`config.mk`:
```
export PLATFORM = sky130hd
export DESIGN_NAME = accumulator_logic_unit
export DESIGN_NICKNAME = d
export VERILOG_FILES = /design/src/alu_pkg.sv /design/src/bitfield_packer.sv /design/src/accumulator_logic_unit.sv
export SDC_FILE = /design/constraint.sdc
export NUM_CORES = 1
export LEC_CHECK = 0
export ABC_AREA = 1
export BUFFER_PORTS_ARGS = -buffer_cell sky130_fd_sc_hd__buf_4
export CAP_MARGIN = 10
export CORE_MARGIN = 1
export CORE_UTILIZATION = 66
export CTS_CLUSTER_SIZE = 30
export DETAILED_ROUTE_END_ITERATION = 8
export HOLD_SLACK_MARGIN = 0.02
export PLACE_DENSITY = 0.86
export REMOVE_ABC_BUFFERS = 1
export SYNTH_ARGS = -nofsm -noshare
export SYNTH_HDL_FRONTEND = slang
export SYNTH_SLANG_ARGS = --single-unit
export TNS_END_PERCENT = 30
```
`constraint.sdc`:
```
create_clock -name SYS_CLK_I -period 12 [get_ports SYS_CLK_I]
set_input_delay 1.2 -clock SYS_CLK_I [delete_from_list [all_inputs] [get_ports SYS_CLK_I]]
set_output_delay 1.2 -clock SYS_CLK_I [all_outputs]
set_load 0.03 [all_outputs]
```
`src/alu_pkg.sv`:
```
package alu_pkg;

    localparam int ACC_W = 32;
    localparam int WORD_W = 16;
    localparam int STACK_DEPTH = 8;
    localparam int CNT_W = 6;
    localparam int BIT_CNT_MIN = 1;
    localparam int BIT_CNT_MAX = 32;
    localparam logic [31:0] ACC_RESET = 32'h0000_0000;
    localparam int MSB_POS = 31;

    typedef enum logic [3:0] {
        OP_NOP          = 4'h0,
        OP_AND_WORD     = 4'h1,
        OP_OR_WORD      = 4'h2,
        OP_XOR_WORD     = 4'h3,
        OP_AND_DOUBLE   = 4'h4,
        OP_OR_DOUBLE    = 4'h5,
        OP_XOR_DOUBLE   = 4'h6,
        OP_AND_BITFIELD = 4'h7,
        OP_OR_BITFIELD  = 4'h8,
        OP_XOR_BITFIELD = 4'h9,
        OP_AND_STACK    = 4'hA,
        OP_OR_STACK     = 4'hB,
        OP_XOR_STACK    = 4'hC,
        OP_LOAD_WORD    = 4'hD
    } opcode_t;

    typedef enum logic [1:0] {
        FN_AND = 2'h0,
        FN_OR  = 2'h1,
        FN_XOR = 2'h2
    } logic_fn_t;

    typedef struct packed {
        opcode_t opcode;
        logic [31:0] operand;
        logic [5:0] bit_count;
    } alu_req_t;

    typedef struct packed {
        logic [31:0] acc;
        logic zero_result_flag;
        logic negative_result_flag;
    } alu_status_t;

endpackage

```
`src/bitfield_packer.sv`:
```
`timescale 1ns/1ps
module bitfield_packer (
    // Gathered discrete bits and run length.
    input wire logic [31:0] bits_i,
    input wire logic [5:0] count_i,
    // Packed operand.
    output logic [31:0] packed_o
);
    logic [31:0] keep_mask;

    genvar g;
    generate
        for (g = 0; g < alu_pkg::ACC_W; g++) begin : g_mask
            assign keep_mask[g] = (32'(g) < 32'(count_i));
        end
    endgenerate

    // Start address sits in bit 0; bits beyond the run read as zero.
    assign packed_o = bits_i & keep_mask;
endmodule // bitfield_packer

```
`src/accumulator_logic_unit.sv`:
```
`timescale 1ns/1ps
// Summary of operation
// - Word OR: low 16 bits with word.
// - Word XOR: low 16 bits with word.
// - Double AND: 32 bits with operand.
// - Double OR: 32 bits with operand.
// - Double XOR: 32 bits with operand.
// - Bit-field AND with 1 to 32 bits.
// - Bit-field OR with 1 to 32 bits.
// - Stack AND with top stack entry.
// - Stack OR with top stack entry.
// - Stack operations pop and shift stack up.
// - Zero flag set when result is zero.
// - Negative flag follows result bit 31.
// - Flags hold until next affecting instruction.
// - Load after load pushes old accumulator.
module accumulator_logic_unit (
    // Clock and reset.
    input wire logic SYS_CLK_I,
    input wire logic RST_I,
    // Instruction from the sequencer.
    input wire logic OP_VALID_I,
    input wire alu_pkg::alu_req_t REQ_I,
    // Accumulator and flags, stack top, ready and done.
    output alu_pkg::alu_status_t STATUS_O,
    output logic [31:0] STACK_TOP_O,
    output logic OP_READY_O,
    output logic OP_DONE_O
);
    ////////////////////////////////////////////////////////////////////////////
    logic [31:0] acc_q, acc_d;
    logic zero_q, zero_d;
    logic neg_q, neg_d;
    logic done_q;
    logic last_was_load_q, last_was_load_d;
    logic [31:0] stack_q [alu_pkg::STACK_DEPTH];
    logic [31:0] field_operand;
    logic [31:0] operand;
    logic [31:0] result;
    logic affects_flags;
    logic do_pop;
    logic do_push;
    logic is_word;
    logic is_bitfield;
    logic is_stack;
    logic is_load;
    logic count_ok;
    alu_pkg::logic_fn_t fn;
    alu_pkg::opcode_t op;

    function automatic alu_pkg::logic_fn_t decode_fn(input alu_pkg::opcode_t o);
        unique case (o)
            alu_pkg::OP_AND_WORD, alu_pkg::OP_AND_DOUBLE, alu_pkg::OP_AND_BITFIELD,
            alu_pkg::OP_AND_STACK: decode_fn = alu_pkg::FN_AND;
            alu_pkg::OP_OR_WORD, alu_pkg::OP_OR_DOUBLE, alu_pkg::OP_OR_BITFIELD,
            alu_pkg::OP_OR_STACK: decode_fn = alu_pkg::FN_OR;
            default: decode_fn = alu_pkg::FN_XOR;
        endcase
    endfunction

    function automatic logic [31:0] apply_fn(input alu_pkg::logic_fn_t f,
                                            input logic [31:0] a,
                                            input logic [31:0] b);
        unique case (f)
            alu_pkg::FN_AND: apply_fn = a & b;
            alu_pkg::FN_OR: apply_fn = a | b;
            default: apply_fn = a ^ b;
        endcase
    endfunction

    ////////////////////////////////////////////////////////////////////////////
    assign op = OP_VALID_I ? REQ_I.opcode : alu_pkg::OP_NOP;
    assign fn = decode_fn(op);
    assign is_word = (op == alu_pkg::OP_AND_WORD) || (op == alu_pkg::OP_OR_WORD)
                  || (op == alu_pkg::OP_XOR_WORD);
    assign is_bitfield = (op == alu_pkg::OP_AND_BITFIELD) || (op == alu_pkg::OP_OR_BITFIELD)
                      || (op == alu_pkg::OP_XOR_BITFIELD);
    assign is_stack = (op == alu_pkg::OP_AND_STACK) || (op == alu_pkg::OP_OR_STACK)
                   || (op == alu_pkg::OP_XOR_STACK);
    assign is_load = (op == alu_pkg::OP_LOAD_WORD);

    // A bit-field run outside 1..32 is dropped without touching state.
    assign count_ok = (REQ_I.bit_count >= 6'(alu_pkg::BIT_CNT_MIN))
                   && (REQ_I.bit_count <= 6'(alu_pkg::BIT_CNT_MAX));

    bitfield_packer u_packer (
        .bits_i(REQ_I.operand),
        .count_i(REQ_I.bit_count),
        .packed_o(field_operand)
    );

    // Word operations see only the low halves; the upper half stays clear.
    assign operand = is_word ? {16'h0000, REQ_I.operand[alu_pkg::WORD_W-1:0]}
                   : is_bitfield ? field_operand
                   : is_stack ? stack_q[0]
                   : REQ_I.operand;
    assign result = is_word ? apply_fn(fn, {16'h0000, acc_q[alu_pkg::WORD_W-1:0]}, operand)
                  : apply_fn(fn, acc_q, operand);

    assign affects_flags = (op != alu_pkg::OP_NOP) && !(is_bitfield && !count_ok);
    assign do_pop = is_stack;
    assign do_push = is_load && last_was_load_q;

    always_comb begin
        acc_d = acc_q;
        zero_d = zero_q;
        neg_d = neg_q;
        last_was_load_d = last_was_load_q;
        if (affects_flags) begin
            acc_d = is_load ? REQ_I.operand : result;
            zero_d = (acc_d == 32'h0000_0000);
            neg_d = acc_d[alu_pkg::MSB_POS];
            last_was_load_d = is_load;
        end
    end

    ////////////////////////////////////////////////////////////////////////////
    always_ff @(posedge SYS_CLK_I) begin
        if (RST_I) begin
            acc_q <= alu_pkg::ACC_RESET;
            zero_q <= 1'b0;
            neg_q <= 1'b0;
            done_q <= 1'b0;
            last_was_load_q <= 1'b0;
        end else begin
            acc_q <= acc_d;
            zero_q <= zero_d;
            neg_q <= neg_d;
            done_q <= OP_VALID_I;
            last_was_load_q <= last_was_load_d;
        end
    end

    // Neighbour values feeding each level, so no index leaves the array.
    logic [31:0] pop_in [alu_pkg::STACK_DEPTH];
    logic [31:0] push_in [alu_pkg::STACK_DEPTH];

    genvar i;
    generate
        for (i = 0; i < alu_pkg::STACK_DEPTH; i++) begin : g_links
            if (i == alu_pkg::STACK_DEPTH - 1) begin : g_last
                assign pop_in[i] = alu_pkg::ACC_RESET;
            end else begin : g_mid
                assign pop_in[i] = stack_q[i+1];
            end
            if (i == 0) begin : g_first
                assign push_in[i] = acc_q;
            end else begin : g_rest
                assign push_in[i] = stack_q[i-1];
            end
        end
        for (i = 0; i < alu_pkg::STACK_DEPTH; i++) begin : g_stack
            always_ff @(posedge SYS_CLK_I) begin
                if (RST_I) begin
                    stack_q[i] <= alu_pkg::ACC_RESET;
                end else if (do_pop) begin
                    stack_q[i] <= pop_in[i];
                end else if (do_push) begin
                    stack_q[i] <= push_in[i];
                end
            end
        end
    endgenerate

    ////////////////////////////////////////////////////////////////////////////
    assign STATUS_O.acc = acc_q;
    assign STATUS_O.zero_result_flag = zero_q;
    assign STATUS_O.negative_result_flag = neg_q;
    assign STACK_TOP_O = stack_q[0];
    assign OP_READY_O = 1'b1;
    assign OP_DONE_O = done_q;
endmodule // accumulator_logic_unit

```
### Word-level counts from Yosys, hierarchy flattened

Memory sizes are Yosys's and may differ from the RTL's.
Cells that the tools add are included.
Widths: inputs -> output; s select.

* logic and storage cells: 123
* memories kept: 2
* bits in read-only memories: 32
* output and inout port bits: 68
* register bits after elaboration: 36
* memory bits (writable): 256

Memory list
* stack_q: words 8, width 32, read ports 8, clocked after memory_dff 0, write ports 8, line accumulator_logic_unit.sv:36 `logic [31:0] stack_q [alu_pkg::STACK_DEPTH];`
* (no name shown): words 16, width 2, read ports 1, clocked after memory_dff 0, write ports 0, line accumulator_logic_unit.sv:52 `unique case (o)`

* reduce and logical (&&, ||, !) cells: 15
* mux-type cells: 33
* equality and inequality tests: 11
* order comparisons: 34
* bitwise logic cells: 23

Operators by type and width (count)
* $mux 32: 21
* $pmux 32 s2: 2
* $lt 5x6->1 const A: 16
* $and 32x32->32: 2
* $lt 4x6->1 const A: 8
* $and 16x32->32: 1
* $logic_not 32->1: 1
* $or 16x32->32: 1
* $or 32x32->32: 1
* $xor 16x32->32: 1
* $xor 32x32->32: 1
* $eq 4x4->1 const B: 6
* $lt 3x6->1 const A: 4
* $or 1x1->1: 16
* $lt 1x6->1 const A: 2
* $lt 2x6->1 const A: 2
* $mux 1: 9
* $eq 4x2->1 const B: 2
* $ge 6x1->1 const B: 1
* $le 6x6->1 const B: 1
* $logic_or 1x1->1: 6
* $eq 4x1->1 const B: 1
* $eq 4x3->1 const B: 1
* $logic_and 1x1->1: 4
* 5 further kinds: 6

### Logic depth before layout (Yosys ltp)

* depth after elaboration: 12
* depth in mapped cells: 27
* depth with buffers taken out: 26

### Hierarchy

Synthesis repeated with hierarchy kept, for this count alone.

* cells, all modules: 1718
* area total of the unflattened synthesis: 15563.7 µm²

By module, submodules not included
* accumulator_logic_unit: cells each 1598, times used 1, seq. area each 8388.0 µm², area each 15039.4 µm²
* bitfield_packer: cells each 120, times used 1, seq. area each 0.0 µm², area each 524.3 µm²

### Worst setup path before layout

OpenSTA, ideal clock, no wires.

* path type: input to register
* start point: input port OP_VALID_I
* end point: memory stack_q[0][0] (enable)
* setup slack: 4097 ps
* data arrival time: 7308 ps
* required time: 11406 ps
* stages: 10
* path through: nand2_1 > inv_1 > ha_1 > o21ai_1 > nand2_1 > nor2_1 > nand3_1 > clkbuf_1 > buf_2 > nand2_1

RTL lines
* from (decl): line accumulator_logic_unit.sv:22 `input wire logic OP_VALID_I,`
* to (decl): line accumulator_logic_unit.sv:36

==> key figures <==
Timing
  • Unrepaired setup endpoints after global routing: false
  • Transition at the pin with the smallest max-transition slack: 1.27 ns
  • Setup violation total in the final timing report: 0
  • Number of hold violations in the final report: 0
  • Final TNS setup: 0 ns
  • Max-slew violation count: 0
  • Maximum clock frequency: 186 MHz
  • Worst slew margin relative to its limit: 0.150
  • Final cycle utilization of the critical path: 0.448
  • Final worst path period need: 5.37 ns
  • Worst clock skew: 0.0169 ns

GRT
  • Global router's overall resource usage: 0.320
  • Antenna violations before repair: 0
  • First-pass GRT wire length: 59.6 mm
  • Number of global-route vias before repair: 11.5k
  • Total gr overflow: 0
  • Largest net degree at the start of global routing: 99

Layout
  • Most common cell after layout, fill and taps aside: sky130_fd_sc_hd__inv_1
  • Number of nets at the end of the flow: 1835
  • Fraction of final layout cells sized beyond drive strength 1: 0.105
  • Inserted Diodes: 0
  • Synthesis-to-finish area growth: 11.7%
  • Leading cell types in the layout, fill and taps excluded: 402 x sky130_fd_sc_hd__inv_1, 256 x sky130_fd_sc_hd__edfxtp_1, 214 x sky130_fd_sc_hd__nand2_1
  • Final standard cell area without fillers: 17000 um^2

Die
  • I/O pins: 113
  • Core box area: 22600 um^2
  • Number of standard-cell rows in the floorplan: 55
  • Effective utilization at floorplan: 0.674
  • Area of the die: 23700 um^2
  • Die H: 154 um
  • X dimension of the die: 154 um

Worst hold path
  • Number of cells on the worst hold path: 2
  • Worst min-delay path category: reg2reg

Clock network
  • Setup Fix Bufs, Post-CTS: 0
  • Deepest level of the CTS H-tree: 1
  • # clock sinks: 291
  • Buffer cell driving the clock tree root: sky130_fd_sc_hd__clkbuf_16
  • Hold-fix buffers, CTS: 0
  • Skew-Pair Late Insertion Delay: 0.57 ns
  • Number of clock buffers inserted by TritonCTS: 29
  • Post_cts resized: 0
  • Worst-path clk slew: 0.06 ns
  • Max Buffers Root-to-Sink: 3
  • TritonCTS clock tree: built

Synthesis
  • Post-synthesis simple-gate area fraction: 0.123
  • Synth Instances: 1660
  • Average footprint of a synthesized cell: 9.19 um^2
  • Register area share after synthesis: 0.550
  • Adder-cell area share of the yosys netlist: 0.0558
  • Most common flop cell mapped by yosys: sky130_fd_sc_hd__edfxtp_1
  • Synth Area in Compound Gates: 0.143
  • Share of the synthesized netlist area taken by xor and xnor gates: 0
  • Post-Syn Area: 15300 um^2
  • Async SR Flop Fraction: 0
  • Portion of netlist area occupied by mux cells: 0
  • Main combinational cell family by area after synthesis: compound AO/OA/AOI/OAI gates
  • Number of flops mapped to enable cells by yosys: 256
  • Distinct cells, synth: 41
  • Dominant cell type by area after synthesis: sky130_fd_sc_hd__edfxtp_1
  • Leading post-synthesis cells by cell area: sky130_fd_sc_hd__edfxtp_1 50%, sky130_fd_sc_hd__inv_1 9.9%, sky130_fd_sc_hd__o22ai_1 7.8%
  • Yosys warning total: 0
  • Post-synthesis sequential element count: 291
  • Top-area cell type share of the netlist area: 0.504

Setup path
  • Element type at the critical path end: flop
  • CP Max Fanout: 96
  • Required arrival time at the worst endpoint: 12.27 ns
  • Cell count of the worst reg-to-reg path: 6
  • Worst Path Class, Setup: in2reg
  • Kind of launch point of the worst setup path: input port
  • Arrival time of the worst setup path: 5.65 ns

Detailed routing
  • Total number of vias: 12.3k
  • Detailed Route Iter0 Violations: 1357
  • Number of vias per cell: 6.06
  • Drt total wl: 38.3 mm
  • Pre-antenna DRT Iters: 6
  • Routed length per placed instance: 18.9 um
  • Number of remaining DRC errors: 0
  • Number of nets with antenna violations after detailed routing: 0

Run status
  • Result of the run: complete, no violations

Placement
  • Total placed instance area: 16100 um^2
  • Post-DP HPWL: 24.7 mm
  • Routability Congestion: 0.978
  • IO buf count: 111

Run
  • Number of maximum-capacitance constraint violations: 0

Pwr
  • Worst-case vdd ir drop: 0.131 mV
  • Power density over the cells: 146 nW/um^2
  • Lkg Pwr: 7.57 nW
state kept, by name, indices dropped and copies added, names as in the netlist:
register,cells
stack_q,256
acc_q,32
OP_DONE_O,1
last_was_load_q,1
zero_q,1
through the flow:
step                hold WS, ns   util  power [mW]  worst slack, ns  std cells
finish                    0.504  0.752        2.48             6.63       2030
CTS                       0.501  0.752        2.48             6.75       2030
detailed placement        0.492  0.712        1.62             6.17       1976
global route              0.524  0.752        2.57             6.33       2030
global placement          0.485  0.712        1.60             6.27       1976
floorplan                 0.435      -        1.48            -3.60       1570
layer usage:
metal	global-route usage	wire, um
met3	0.0660	4390
met2	0.500	17500
met1	0.435	14800
met4	0.146	1670
met5	0	0
layout make-up:
class | count | area [um^2]
Inverter | 409 | 1540
Timing Repair Buffer | 121 | 908
Clock buffer | 36 | 752
Sequential cell | 291 | 8390
Fill cell | 1526 | 5610
Tap cell | 285 | 357
Multi-Input combinational cell | 870 | 4930
Clock inverter | 18 | 158
synth_stat cells, types with 2 or more instances:
| cell | count |
|---|---|
| sky130_fd_sc_hd__nand3_1 | 86 |
| sky130_fd_sc_hd__inv_1 | 403 |
| sky130_fd_sc_hd__buf_6 | 2 |
| sky130_fd_sc_hd__o32ai_1 | 2 |
| sky130_fd_sc_hd__buf_1 | 2 |
| sky130_fd_sc_hd__nand3_2 | 2 |
| sky130_fd_sc_hd__nor3_1 | 2 |
| sky130_fd_sc_hd__nor2_2 | 2 |
| sky130_fd_sc_hd__o22ai_1 | 190 |
| sky130_fd_sc_hd__a22oi_1 | 4 |
| sky130_fd_sc_hd__o21a_1 | 7 |
| sky130_fd_sc_hd__a32oi_1 | 5 |
| sky130_fd_sc_hd__clkinv_1 | 3 |
| sky130_fd_sc_hd__nand3b_1 | 21 |
| sky130_fd_sc_hd__o21ai_0 | 88 |
| sky130_fd_sc_hd__clkbuf_1 | 41 |
| sky130_fd_sc_hd__a221oi_1 | 2 |
| sky130_fd_sc_hd__buf_4 | 4 |
| sky130_fd_sc_hd__a21boi_1 | 3 |
| sky130_fd_sc_hd__nor2_4 | 3 |
| sky130_fd_sc_hd__ha_1 | 68 |
| sky130_fd_sc_hd__nand2_1 | 216 |
| sky130_fd_sc_hd__a21oi_1 | 52 |
| sky130_fd_sc_hd__nand2_2 | 4 |
| sky130_fd_sc_hd__edfxtp_1 | 256 |
| sky130_fd_sc_hd__o21ai_1 | 3 |
| sky130_fd_sc_hd__o2111ai_1 | 2 |
| sky130_fd_sc_hd__nor2_1 | 95 |
| sky130_fd_sc_hd__inv_2 | 3 |
| sky130_fd_sc_hd__buf_2 | 41 |
| sky130_fd_sc_hd__dfxtp_1 | 35 |
| sky130_fd_sc_hd__o211ai_1 | 4 |
final timing paths:
path	slack (ns)	startpoint	end
worst min-delay path	0.50	last_was_load_q	last_was_load_q
worst max-delay path	6.63	OP_VALID_I	stack_q[1][1]
worst min register to register	0.50	last_was_load_q	last_was_load_q
worst max register to register	8.29	last_was_load_q	stack_q[1][1]
power breakdown:
group | leakage [nW] | internal [mW] | switching (mW)
Sequential | 2.95 | 1.16 | 0.0367
Clock | 0.444 | 0.491 | 0.384
Combinational | 4.17 | 0.128 | 0.283
logic make-up after synthesis:
family	after synthesis
AO/OA/AOI/OAI	367
adder cells (fa/ha/maj)	68
other	1
AND/OR/NAND/NOR	434
flip-flops	291
buffers and inverters	499
worst max-delay path, cell delays in order:
cell                       delay (ns)
sky130_fd_sc_hd__buf_4           0.13
sky130_fd_sc_hd__nand2_1         0.11
sky130_fd_sc_hd__inv_1           0.08
sky130_fd_sc_hd__ha_1            0.23
sky130_fd_sc_hd__nand2_1         0.08
sky130_fd_sc_hd__buf_4           0.35
sky130_fd_sc_hd__inv_2           0.29
sky130_fd_sc_hd__nand3_4         0.61
sky130_fd_sc_hd__buf_4           0.77
sky130_fd_sc_hd__buf_4           0.83
sky130_fd_sc_hd__clkinv_1        0.56
sky130_fd_sc_hd__nand2_1         0.18
sky130_fd_sc_hd__o21ai_0         0.10
(Power assumes the default switching activity.)
